==> src/hw/rin_pkg.sv <==
// register map, field positions and constants of the rx if/notch control
package rin_pkg;

  // ****************************************
  // register offsets
  // ****************************************
  localparam logic [7:0] BAND_AND_MODE_CONTROL_ADDR = 8'h0A;
  localparam logic [7:0] NOTCH_HIGH_THRESHOLD_A_ADDR = 8'h0D;
  localparam logic [7:0] RECEIVER_GAIN_AND_IF_SELECT_ADDR = 8'h0E;
  localparam logic [7:0] DETECTION_ENABLES_ADDR = 8'h0F;
  localparam logic [7:0] FILTER_AND_DETECTOR_SELECT_ADDR = 8'h10;
  localparam logic [7:0] NOTCH_SECOND_HIGH_THRESHOLDS_ADDR = 8'h12;
  localparam logic [7:0] NOTCH_HIGH_THRESHOLD_B_ADDR = 8'h13;
  localparam logic [7:0] DETECTION_INTERVAL_CONTROL_ADDR = 8'h1A;
  localparam logic [7:0] NOTCH_FREQUENCY_CONTROL_ADDR = 8'h1B;
  localparam logic [7:0] NOTCH_LOW_THRESHOLDS_ADDR = 8'h1C;

  // ****************************************
  // reset values and field positions
  // ****************************************
  localparam logic [7:0] REG_RESET = 8'h00;
  localparam logic [7:0] UNMAPPED_READ = 8'h00;
  localparam int TX_SELECT_BIT = 5;
  localparam int DEMOD_TYPE_BIT = 4;
  localparam int IF_BANDWIDTH_BIT = 5;
  localparam int NOTCH_ENABLE_BIT = 1;
  localparam int DETECTOR_TYPE_BIT = 0;
  localparam int NOTCH_FREQ_LO_BIT = 1;
  localparam int SECOND_HIGH_THR_0_BIT = 1;

  // ****************************************
  // frequencies in khz
  // ****************************************
  localparam logic [9:0] IF_FREQ_WIDE_KHZ = 10'd230;
  localparam logic [9:0] IF_FREQ_MID_KHZ = 10'd280;
  localparam logic [9:0] NOTCH_FREQ_0_KHZ = 10'd631;
  localparam logic [9:0] NOTCH_FREQ_1_KHZ = 10'd659;
  localparam logic [9:0] NOTCH_FREQ_2_KHZ = 10'd689;
  localparam logic [9:0] NOTCH_FREQ_3_KHZ = 10'd712;
  localparam logic [9:0] NOTCH_FREQ_NONE_KHZ = 10'd0;

  // notch validity policy
  typedef enum logic [1:0] {
    NOTCH_OFF,
    NOTCH_LATCHED,
    NOTCH_FOLLOW,
    NOTCH_ALWAYS
  } rin_notch_mode_type;

endpackage : rin_pkg

==> src/hw/rin_ctrl.sv <==
// rx if select, demod select and interferer notch control
// Overview of operation
// - IF bit 0 gives 230 kHz wide filter, 1 gives 280 kHz middle filter.
// - Transmit bit set means transmit, else demod bit 0 FSK and 1 ASK.
// - The IF output takes the FSK or the ASK path per the demod choice.
// - The notch is active only in FSK receive with its enable bit 1, else bypassed.
// - An enabled notch sits at 631, 659, 689 or 712 kHz per its field.
// - Detector bit 0 selects delay detection, 1 pulse count detection.
// - Delay detection, intermittent: notch stays valid after interference.
// - Delay detection, continuous: notch valid only during interference.
// - Pulse count detection keeps the notch valid whenever the notch is active.
`timescale 1ns/1ps
module rin_ctrl (
  input wire logic sys_clk,
  input wire logic reset_n,
  input wire logic clk_en,
  input wire logic [7:0] reg_addr,
  input wire logic [7:0] reg_wdata,
  input wire logic reg_wr,
  input wire logic reg_rd,
  output logic [7:0] reg_rdata,
  input wire logic interf_det,
  output logic if_filter_mid,
  output logic [9:0] if_freq_khz,
  output logic tx_mode,
  output logic rx_fsk,
  output logic rx_ask,
  output logic det_pulse_count,
  output logic notch_enabled,
  output logic [9:0] notch_freq_khz,
  output logic notch_valid,
  output rin_pkg::rin_notch_mode_type notch_mode
);
  import rin_pkg::*;

  logic [7:0] band_and_mode_control;
  logic [7:0] notch_high_threshold_a;
  logic [7:0] receiver_gain_and_if_select;
  logic [7:0] detection_enables;
  logic [7:0] filter_and_detector_select;
  logic [7:0] notch_second_high_thresholds;
  logic [7:0] notch_high_threshold_b;
  logic [7:0] detection_interval_control;
  logic [7:0] notch_frequency_control;
  logic [7:0] notch_low_thresholds;
  logic interf_sync1;
  logic interf_sync2;
  logic interf_sync3;
  logic interf_level;
  logic interf_seen;
  logic next_rx_fsk;
  logic next_notch_on;
  rin_notch_mode_type next_notch_mode;

  function automatic logic [9:0] notch_khz(input logic [1:0] code);
    case (code)
      2'h0: notch_khz = NOTCH_FREQ_0_KHZ;
      2'h1: notch_khz = NOTCH_FREQ_1_KHZ;
      2'h2: notch_khz = NOTCH_FREQ_2_KHZ;
      default: notch_khz = NOTCH_FREQ_3_KHZ;
    endcase
  endfunction : notch_khz

  // ****************************************
  // register file
  // ****************************************
  // hold until rewritten
  always_ff @(posedge sys_clk) begin
    if (!reset_n) begin
      band_and_mode_control <= REG_RESET;
      notch_high_threshold_a <= REG_RESET;
      receiver_gain_and_if_select <= REG_RESET;
      detection_enables <= REG_RESET;
      filter_and_detector_select <= REG_RESET;
      notch_second_high_thresholds <= REG_RESET;
      notch_high_threshold_b <= REG_RESET;
      detection_interval_control <= REG_RESET;
      notch_frequency_control <= REG_RESET;
      notch_low_thresholds <= REG_RESET;
    end else if (clk_en && reg_wr) begin
      case (reg_addr)
        BAND_AND_MODE_CONTROL_ADDR: band_and_mode_control <= reg_wdata;
        NOTCH_HIGH_THRESHOLD_A_ADDR: notch_high_threshold_a <= reg_wdata;
        RECEIVER_GAIN_AND_IF_SELECT_ADDR: begin
          receiver_gain_and_if_select <= reg_wdata;
        end
        DETECTION_ENABLES_ADDR: detection_enables <= reg_wdata;
        FILTER_AND_DETECTOR_SELECT_ADDR: begin
          filter_and_detector_select <= reg_wdata;
        end
        NOTCH_SECOND_HIGH_THRESHOLDS_ADDR: begin
          notch_second_high_thresholds <= reg_wdata;
        end
        NOTCH_HIGH_THRESHOLD_B_ADDR: notch_high_threshold_b <= reg_wdata;
        DETECTION_INTERVAL_CONTROL_ADDR: begin
          detection_interval_control <= reg_wdata;
        end
        NOTCH_FREQUENCY_CONTROL_ADDR: notch_frequency_control <= reg_wdata;
        NOTCH_LOW_THRESHOLDS_ADDR: notch_low_thresholds <= reg_wdata;
        default: ;
      endcase
    end
  end

  // registered read, unmapped offsets read as zero
  always_ff @(posedge sys_clk) begin
    if (!reset_n) begin
      reg_rdata <= UNMAPPED_READ;
    end else if (clk_en && reg_rd) begin
      case (reg_addr)
        BAND_AND_MODE_CONTROL_ADDR: reg_rdata <= band_and_mode_control;
        NOTCH_HIGH_THRESHOLD_A_ADDR: reg_rdata <= notch_high_threshold_a;
        RECEIVER_GAIN_AND_IF_SELECT_ADDR: begin
          reg_rdata <= receiver_gain_and_if_select;
        end
        DETECTION_ENABLES_ADDR: reg_rdata <= detection_enables;
        FILTER_AND_DETECTOR_SELECT_ADDR: begin
          reg_rdata <= filter_and_detector_select;
        end
        NOTCH_SECOND_HIGH_THRESHOLDS_ADDR: begin
          reg_rdata <= notch_second_high_thresholds;
        end
        NOTCH_HIGH_THRESHOLD_B_ADDR: reg_rdata <= notch_high_threshold_b;
        DETECTION_INTERVAL_CONTROL_ADDR: begin
          reg_rdata <= detection_interval_control;
        end
        NOTCH_FREQUENCY_CONTROL_ADDR: reg_rdata <= notch_frequency_control;
        NOTCH_LOW_THRESHOLDS_ADDR: reg_rdata <= notch_low_thresholds;
        default: reg_rdata <= UNMAPPED_READ;
      endcase
    end
  end

  // ****************************************
  // path selection
  // ****************************************
  always_comb begin
    next_rx_fsk = !band_and_mode_control[TX_SELECT_BIT] &&
                  !band_and_mode_control[DEMOD_TYPE_BIT];
    next_notch_on = next_rx_fsk &&
                    filter_and_detector_select[NOTCH_ENABLE_BIT];
    if (!next_notch_on) begin
      next_notch_mode = NOTCH_OFF;
    end else if (filter_and_detector_select[DETECTOR_TYPE_BIT]) begin
      next_notch_mode = NOTCH_ALWAYS;
    end else if (notch_second_high_thresholds[SECOND_HIGH_THR_0_BIT]) begin
      next_notch_mode = NOTCH_FOLLOW;
    end else begin
      next_notch_mode = NOTCH_LATCHED;
    end
  end

  always_ff @(posedge sys_clk) begin
    if (!reset_n) begin
      if_filter_mid <= 1'b0;
      if_freq_khz <= IF_FREQ_WIDE_KHZ;
      tx_mode <= 1'b0;
      rx_fsk <= 1'b1;
      rx_ask <= 1'b0;
      det_pulse_count <= 1'b0;
      notch_enabled <= 1'b0;
      notch_freq_khz <= NOTCH_FREQ_NONE_KHZ;
      notch_mode <= NOTCH_OFF;
    end else if (clk_en) begin
      if_filter_mid <= receiver_gain_and_if_select[IF_BANDWIDTH_BIT];
      if_freq_khz <= receiver_gain_and_if_select[IF_BANDWIDTH_BIT] ?
                     IF_FREQ_MID_KHZ : IF_FREQ_WIDE_KHZ;
      tx_mode <= band_and_mode_control[TX_SELECT_BIT];
      rx_fsk <= next_rx_fsk;
      rx_ask <= !band_and_mode_control[TX_SELECT_BIT] &&
                band_and_mode_control[DEMOD_TYPE_BIT];
      det_pulse_count <= filter_and_detector_select[DETECTOR_TYPE_BIT];
      notch_enabled <= next_notch_on;
      notch_freq_khz <= next_notch_on ?
        notch_khz(notch_frequency_control[NOTCH_FREQ_LO_BIT +: 2]) :
        NOTCH_FREQ_NONE_KHZ;
      notch_mode <= next_notch_mode;
    end
  end

  // ****************************************
  // interference input and notch validity
  // ****************************************
  always_ff @(posedge sys_clk) begin
    if (!reset_n) begin
      interf_sync1 <= 1'b0;
      interf_sync2 <= 1'b0;
      interf_sync3 <= 1'b0;
      interf_level <= 1'b0;
    end else if (clk_en) begin
      interf_sync1 <= interf_det;
      interf_sync2 <= interf_sync1;
      interf_sync3 <= interf_sync2;
      if (interf_sync2 == interf_sync3) begin
        interf_level <= interf_sync3;
      end
    end
  end

  // latch until notch leaves latched mode, set wins
  always_ff @(posedge sys_clk) begin
    if (!reset_n) begin
      interf_seen <= 1'b0;
    end else if (clk_en) begin
      if (notch_mode == NOTCH_LATCHED && interf_level) begin
        interf_seen <= 1'b1;
      end else if (notch_mode != NOTCH_LATCHED) begin
        interf_seen <= 1'b0;
      end
    end
  end

  always_ff @(posedge sys_clk) begin
    if (!reset_n) begin
      notch_valid <= 1'b0;
    end else if (clk_en) begin
      case (notch_mode)
        NOTCH_ALWAYS: notch_valid <= 1'b1;
        NOTCH_FOLLOW: notch_valid <= interf_level;
        NOTCH_LATCHED: notch_valid <= interf_level || interf_seen;
        default: notch_valid <= 1'b0;
      endcase
    end
  end

  // ****************************************
  // checks
  // ****************************************
  if_select_a: assert property (@(posedge sys_clk) disable iff (!reset_n)
    clk_en |=> (if_freq_khz ==
      (if_filter_mid ? IF_FREQ_MID_KHZ : IF_FREQ_WIDE_KHZ)))
    else $error("if frequency does not match filter");
  tx_override_a: assert property (@(posedge sys_clk) disable iff (!reset_n)
    tx_mode |-> (!rx_fsk && !rx_ask))
    else $error("receive path active in transmit");
  path_onehot_a: assert property (@(posedge sys_clk) disable iff (!reset_n)
    !tx_mode |-> (rx_fsk != rx_ask))
    else $error("demod path not exclusive");
  notch_gate_a: assert property (@(posedge sys_clk) disable iff (!reset_n)
    (clk_en && !filter_and_detector_select[NOTCH_ENABLE_BIT]) ##1
      (clk_en && !filter_and_detector_select[NOTCH_ENABLE_BIT])
      |=> !notch_valid && !notch_enabled)
    else $error("notch active while disabled");
  notch_freq_a: assert property (@(posedge sys_clk) disable iff (!reset_n)
    (notch_enabled &&
     notch_frequency_control[NOTCH_FREQ_LO_BIT +: 2] == 2'h3 &&
     $stable(notch_frequency_control) && $past(clk_en))
      |-> notch_freq_khz == NOTCH_FREQ_3_KHZ)
    else $error("notch frequency wrong");
  det_select_a: assert property (@(posedge sys_clk) disable iff (!reset_n)
    clk_en |=> det_pulse_count ==
      $past(filter_and_detector_select[DETECTOR_TYPE_BIT]))
    else $error("detector select not followed");
  // validity carried over from another mode is not a latch
  latch_hold_a: assert property (@(posedge sys_clk) disable iff (!reset_n)
    (notch_mode == NOTCH_LATCHED && clk_en) ##1
      (notch_mode == NOTCH_LATCHED && notch_valid && clk_en) ##1
      (notch_mode == NOTCH_LATCHED && clk_en) |=> notch_valid)
    else $error("latched notch dropped");
  follow_det_a: assert property (@(posedge sys_clk) disable iff (!reset_n)
    (notch_mode == NOTCH_FOLLOW && clk_en) |=> notch_valid ==
      $past(interf_level))
    else $error("follow notch mismatch");
  always_valid_a: assert property (@(posedge sys_clk) disable iff (!reset_n)
    (notch_mode == NOTCH_ALWAYS && clk_en) |=> notch_valid)
    else $error("pulse count notch not valid");
  reg_hold_a: assert property (@(posedge sys_clk) disable iff (!reset_n)
    !(clk_en && reg_wr) |=> $stable(filter_and_detector_select))
    else $error("register changed without write");

endmodule : rin_ctrl

==> config.mk <==
export PLATFORM = sky130hd
export DESIGN_NAME = rin_ctrl
export DESIGN_NICKNAME = d
export VERILOG_FILES = /design/src/hw/rin_pkg.sv /design/src/hw/rin_ctrl.sv
export SDC_FILE = /design/constraint.sdc
export NUM_CORES = 1
export LEC_CHECK = 0
export BUFFER_PORTS_ARGS = -buffer_cell sky130_fd_sc_hd__buf_2
export CAP_MARGIN = 20
export CORE_MARGIN = 8
export CORE_UTILIZATION = 58
export CTS_CLUSTER_SIZE = 20
export DETAILED_ROUTE_END_ITERATION = 7
export GPL_TIMING_DRIVEN = 0
export MAX_ROUTING_LAYER = met4
export PLACE_DENSITY = 0.81
export SLEW_MARGIN = 20
export SYNTH_ARGS = -nofsm -noshare
export SYNTH_HDL_FRONTEND = slang
export SYNTH_SLANG_ARGS = --single-unit
==> constraint.sdc <==
create_clock -name sys_clk -period 3.04 [get_ports sys_clk]
set_clock_uncertainty 0.15 [all_clocks]
set_input_delay 0.456 -clock sys_clk [delete_from_list [all_inputs] [get_ports sys_clk]]
set_output_delay 0.456 -clock sys_clk [all_outputs]
set_load 0.02 [all_outputs]
### Word-level counts from Yosys, hierarchy flattened

Index checks and enable logic that the tools add are counted.
W data, S select, Z words.

| storage, ports and cells | value |
|---|---|
| output and inout port bits | 37 |
| bits in registers | 122 |
| input port bits | 22 |
| logic and storage cells | 76 |

| cells by class | value |
|---|---|
| reductions and logical operators | 23 |
| mux-type cells | 10 |
| eq/ne operators | 17 |

Operators with widths:

| operator | number |
|---|---|
| $pmux W8 S10 | 1 |
| $eq A8 B5 Y1 const B | 6 |
| $eq A8 B4 Y1 const B | 4 |
| $pmux W8 S3 | 1 |
| $reduce_and A2 Y1 | 12 |
| $mux W10 | 1 |
| $mux W9 | 1 |
| $eq A2 B2 Y1 const B | 3 |
| $logic_and A1 B1 Y1 | 6 |
| $mux W2 | 3 |
| $eq A2 B1 Y1 const B | 2 |
| $pmux W1 S3 | 1 |
| $logic_not A1 Y1 | 2 |
| $logic_not A2 Y1 | 1 |
| $mux W1 | 2 |
| $ne A2 B1 Y1 const B | 1 |
| $reduce_bool A2 Y1 | 1 |
| $eq A1 B1 Y1 | 1 |
| $logic_or A1 B1 Y1 | 1 |

### Depth between registers and ports, before layout

| logic depth | value |
|---|---|
| depth after elaboration | 4 |
| gate-level depth with buffers | 7 |
| mapped depth without buffers | 5 |

### Worst setup path after synthesis

OpenSTA, ideal clock, no wires.

| path | value |
|---|---|
| path kind | input-to-reg |
| start | input port reg_addr[5] |
| end | register notch_high_threshold_b[0] |
| required time | 2.774 ns |
| arrival time | 2.097 ns |
| setup slack | 0.677 ns |
| cell stages on the path | 7 |
| library setup time | 0.116 ns |
| buffers on the path | 2 |
| path through | or4b_4 or3_1 buf_2 or3_1 buf_6 mux2i_1 nor2b_1 |

| between the ends | value |
|---|---|
| longest elaborated chain between the ends | 2 |

Ends and longest elaborated chain:

| item | RTL line | text |
|---|---|---|
| from (decl) | rin_ctrl.sv:17 | `input wire logic [7:0] reg_addr,` |
| $eq A8 B5 Y1 | rin_ctrl.sv:81 | `case (reg_addr)` |
| $reduce_and A2 Y1 (no source line) | n/a |  |
| to (signal assigned) | rin_ctrl.sv:94 | `NOTCH_HIGH_THRESHOLD_B_ADDR: notch_high_threshold_b <= reg_wdata;` |
| to (decl) | rin_ctrl.sv:42 | `logic [7:0] notch_high_threshold_b;` |

Every way passes these cells.
A chain may end at the register's enable or synchronous reset.

### Worst setup path in the final report

| path | value |
|---|---|
| start | input port reg_addr[3] |
| end | register band_and_mode_control[3] |

| between the ends | value |
|---|---|
| longest elaborated chain between the ends | 2 |

Ends and longest elaborated chain:

| item | RTL line | text |
|---|---|---|
| $eq A8 B4 Y1 | rin_ctrl.sv:81 |  |
| $reduce_and A2 Y1 (no source line) | n/a |  |
| to (signal assigned) | rin_ctrl.sv:82 | `BAND_AND_MODE_CONTROL_ADDR: band_and_mode_control <= reg_wdata;` |
| to (decl) | rin_ctrl.sv:36 | `logic [7:0] band_and_mode_control;` |

Every way passes these cells.

==> results_dict.tcl <==
set metrics [dict create \
    min-delay-start "interf_det" \
    placed_cells 730 \
    first_pass_iters 5 \
    utilization_pct 66.1 \
    yosysTopAreaCell "dfxtp_1" \
    dieArea_um2 12300 \
    rows 34 \
    post_drt_wl_per_cell_um 20.1 \
    cts_tree "yes" \
    synthTopCellsByArea "dfxtp_1 (42%), mux2i_1 (13%), nor2b_1 (8.7%)" \
    leakagePower_uw 0.00215 \
    grt_usage_pct 24.5 \
    ys_ff_latch 110 \
    slew_violations 0 \
    die_y_um 111 \
    drt_iter0_markers 393 \
    timing.final.crit_share_pct 89.9 \
    final_layout_size_suffix_gt1_share_pct 14.4 \
    critPathMaxFanout 10 \
    grt_pass1_wl_mm 23.4 \
    clk_latency_ns 0.38 \
    whs_endpoint "interf_sync1" \
    vias_per_cell 5.99 \
    synth_top_area_share_pct 42.0 \
    clockBufferDepth 2 \
    antennaDiodeCount 0 \
    cp-start-kind "input pin" \
    yosys_warnings 0 \
    p_sw_uw 632 \
    p_comb_share_pct 7.4 \
    fmax_mhz 366 \
    place.gp.congestion 0.955 \
    power_frac_clock_pct 33.7 \
    dieWidth_um 111 \
    multi_input_area_um2 2760 \
    synthCells 574 \
    htreeDepth 3 \
    hold_viol_final 0 \
    async_flop_share_pct 0 \
    r2r_end "reg_rdata[0]" \
    setup_tns_ns 0 \
    dp_hpwl_mm 10.9 \
    final_antenna_net_count 0 \
    cp.required_ns 3.16 \
    critical_path_class "in -> reg" \
    grt_max_degree 18 \
    synth_cell_types 52 \
    io_buffers 46 \
    ys_seq_area_share_pct 42.0 \
    seq_area_um2 2200 \
    cts_resized 0 \
    swShare_pct 25.8 \
    hold_buffers 0 \
    start_util_pct 59.9 \
    gr-total-overflow 0 \
    yosysMostFrequentCell "dfxtp_1" \
    slew_headroom_pct 36.0 \
    worst-r2r-setup-slack_ns 1.25 \
    r2r_start "receiver_gain_and_if_select[0]" \
    cts_made_buffers 9 \
    setup_viol_count_final 0 \
    hold_path.class "in -> reg" \
    area_delta_synth_final_pct 10.4 \
    postCtsSetupBuffers 0 \
    nets 660 \
    synthesis.area_um2 5250 \
    core_um2 8760 \
    status "finished clean" \
    whs_path_depth 3 \
    synth_flop_cell "dfxtp_1" \
    setup_slack_ns 0.307 \
    synth_common_cells "dfxtp_1 (110), nor2b_1 (73), mux2i_1 (69)" \
    seq_power_share_pct 58.9 \
    cp-end-kind "flop" \
    antenna_found_initial 0 \
    pin_count 59 \
    clkTransAtPathRegs_ns 0.10 \
    tightestPinTransition_ns 0.953 \
    cts.sinks 110 \
    drc_errors 0 \
    final-instance-count-excl-fill 745 \
    cp.arrival_ns 2.85 \
    ir_worst_vdd_mv 0.314 \
    preCtsSetupSlack_ns -0.0225 \
    maxCapViolCount 0 \
    grt_pass1_vias 4311 \
    power_uw 2450 \
    p_per_area_nw_per_um2 423 \
    fin_crit_ns 2.73 \
    synth.avg_cell_area_um2 9.14 \
    reg2reg_depth 5 \
    fillers 745 \
    drt_wl_total_mm 15.0 \
    cell_internal_pwr_uw 1820 \
    clockRootBuffer "clkbuf_8" \
    synth_edf_count 0 \
    num_vias 4461 \
    rsz0062_at_grt "no" \
]
==> cell type report <==
class | instances | share of cell area [%]
Clock buffer | 11 | 2.44
Sequential cell | 110 | 38.0
Clock inverter | 4 | 0.519
Multi-Input combinational cell | 404 | 47.6
Timing Repair Buffer | 46 | 3.98
Tap cell | 108 | 2.33
Buffer | 55 | 4.62
Inverter | 7 | 0.454
==> power by group through the flow <==
stage | logic, uW | registers [uW] | clock network [uW]
finish | 180 | 1440 | 827
detailed placement | 174 | 1480 | 0
floorplan | 109 | 1480 | 0
global placement | 172 | 1480 | 0
global route | 189 | 1440 | 872
CTS | 175 | 1440 | 825
==> sequential cells by signal, indices dropped and copies added (netlist names), 7 cells and up <==
| name | count |
|---|---|
| detection_interval_control | 8 |
| notch_low_thresholds | 8 |
| receiver_gain_and_if_select | 8 |
| notch_high_threshold_b | 8 |
| notch_frequency_control | 8 |
| notch_freq_khz | 7 |
| reg_rdata | 8 |
| filter_and_detector_select | 8 |
| notch_high_threshold_a | 8 |
| band_and_mode_control | 8 |
| notch_second_high_thresholds | 8 |
| detection_enables | 8 |
==> worst max-delay path, stage by stage <==
cell	delay, ns
buf_2	0.11
clkbuf_1	0.41
nand4bb_1	0.33
nor3_2	0.55
nand3_1	0.60
mux2i_1	0.32
nor2b_1	0.07
==> placed cells by master, fill, tap and decap left out, types with 3 or more instances in the layout <==
cell / count
dfxtp_1: 110
nor2b_1: 73
mux2i_1: 69
nand2_1: 64
buf_2: 53
clkbuf_1: 34
a21boi_0: 30
o21ai_0: 20
a21oi_1: 16
a22oi_1: 15
nand3_1: 14
nor2_1: 13
buf_4: 12
clkbuf_8: 10
and2_1: 8
or3_1: 7
inv_1: 6
mux2_2: 6
o22ai_1: 5
ha_1: 5
nor3_1: 4
nand4_1: 4
a221oi_1: 4
nor3_2: 3
a32oi_1: 3
a22o_1: 3
nand3b_1: 3
conb_1: 3
==> per-layer routing <==
metal,up-vias,share of wire [%],global-route usage [%]
met5,-,0,-
met4,0,3.6,11.2
met3,42,7.4,5.30
met2,193,46,37.6
met1,2125,43,30.3
li1,2101,-,-
==> worst max-delay path by stage <==
stage	startpoint	end	slack [ns]	cells after the start
global placement	reg_addr[3]	band_and_mode_control[3]	0.03	7
CTS	reg_addr[3]	band_and_mode_control[2]	0.40	7
detailed placement	reg_addr[3]	band_and_mode_control[2]	-0.02	7
finish	reg_addr[3]	band_and_mode_control[3]	0.31	7
floorplan	reg_addr[5]	notch_high_threshold_b[0]	0.68	7
global route	reg_addr[3]	band_and_mode_control[4]	0.10	7
==> logic make-up after synthesis <==
| logic type | synth area share [%] |
|---|---|
| buffers and inverters | 5.60 |
| muxes | 14.5 |
| other | 0.0715 |
| DFF | 42.0 |
| adders and majority gates | 1.19 |
| AOI/OAI and AO/OA | 15.3 |
| and+or+nand+nor | 21.4 |
==> per-stage QoR <==
step	hold WS [ns]	instance area (um^2)
after global routing	0.216	5790
after floorplan	0.288	5250
after global placement	0.296	5620
after detailed placement	0.300	5620
final	0.209	5790
after CTS	0.217	5790
Power figures use the tool's default switching activity.
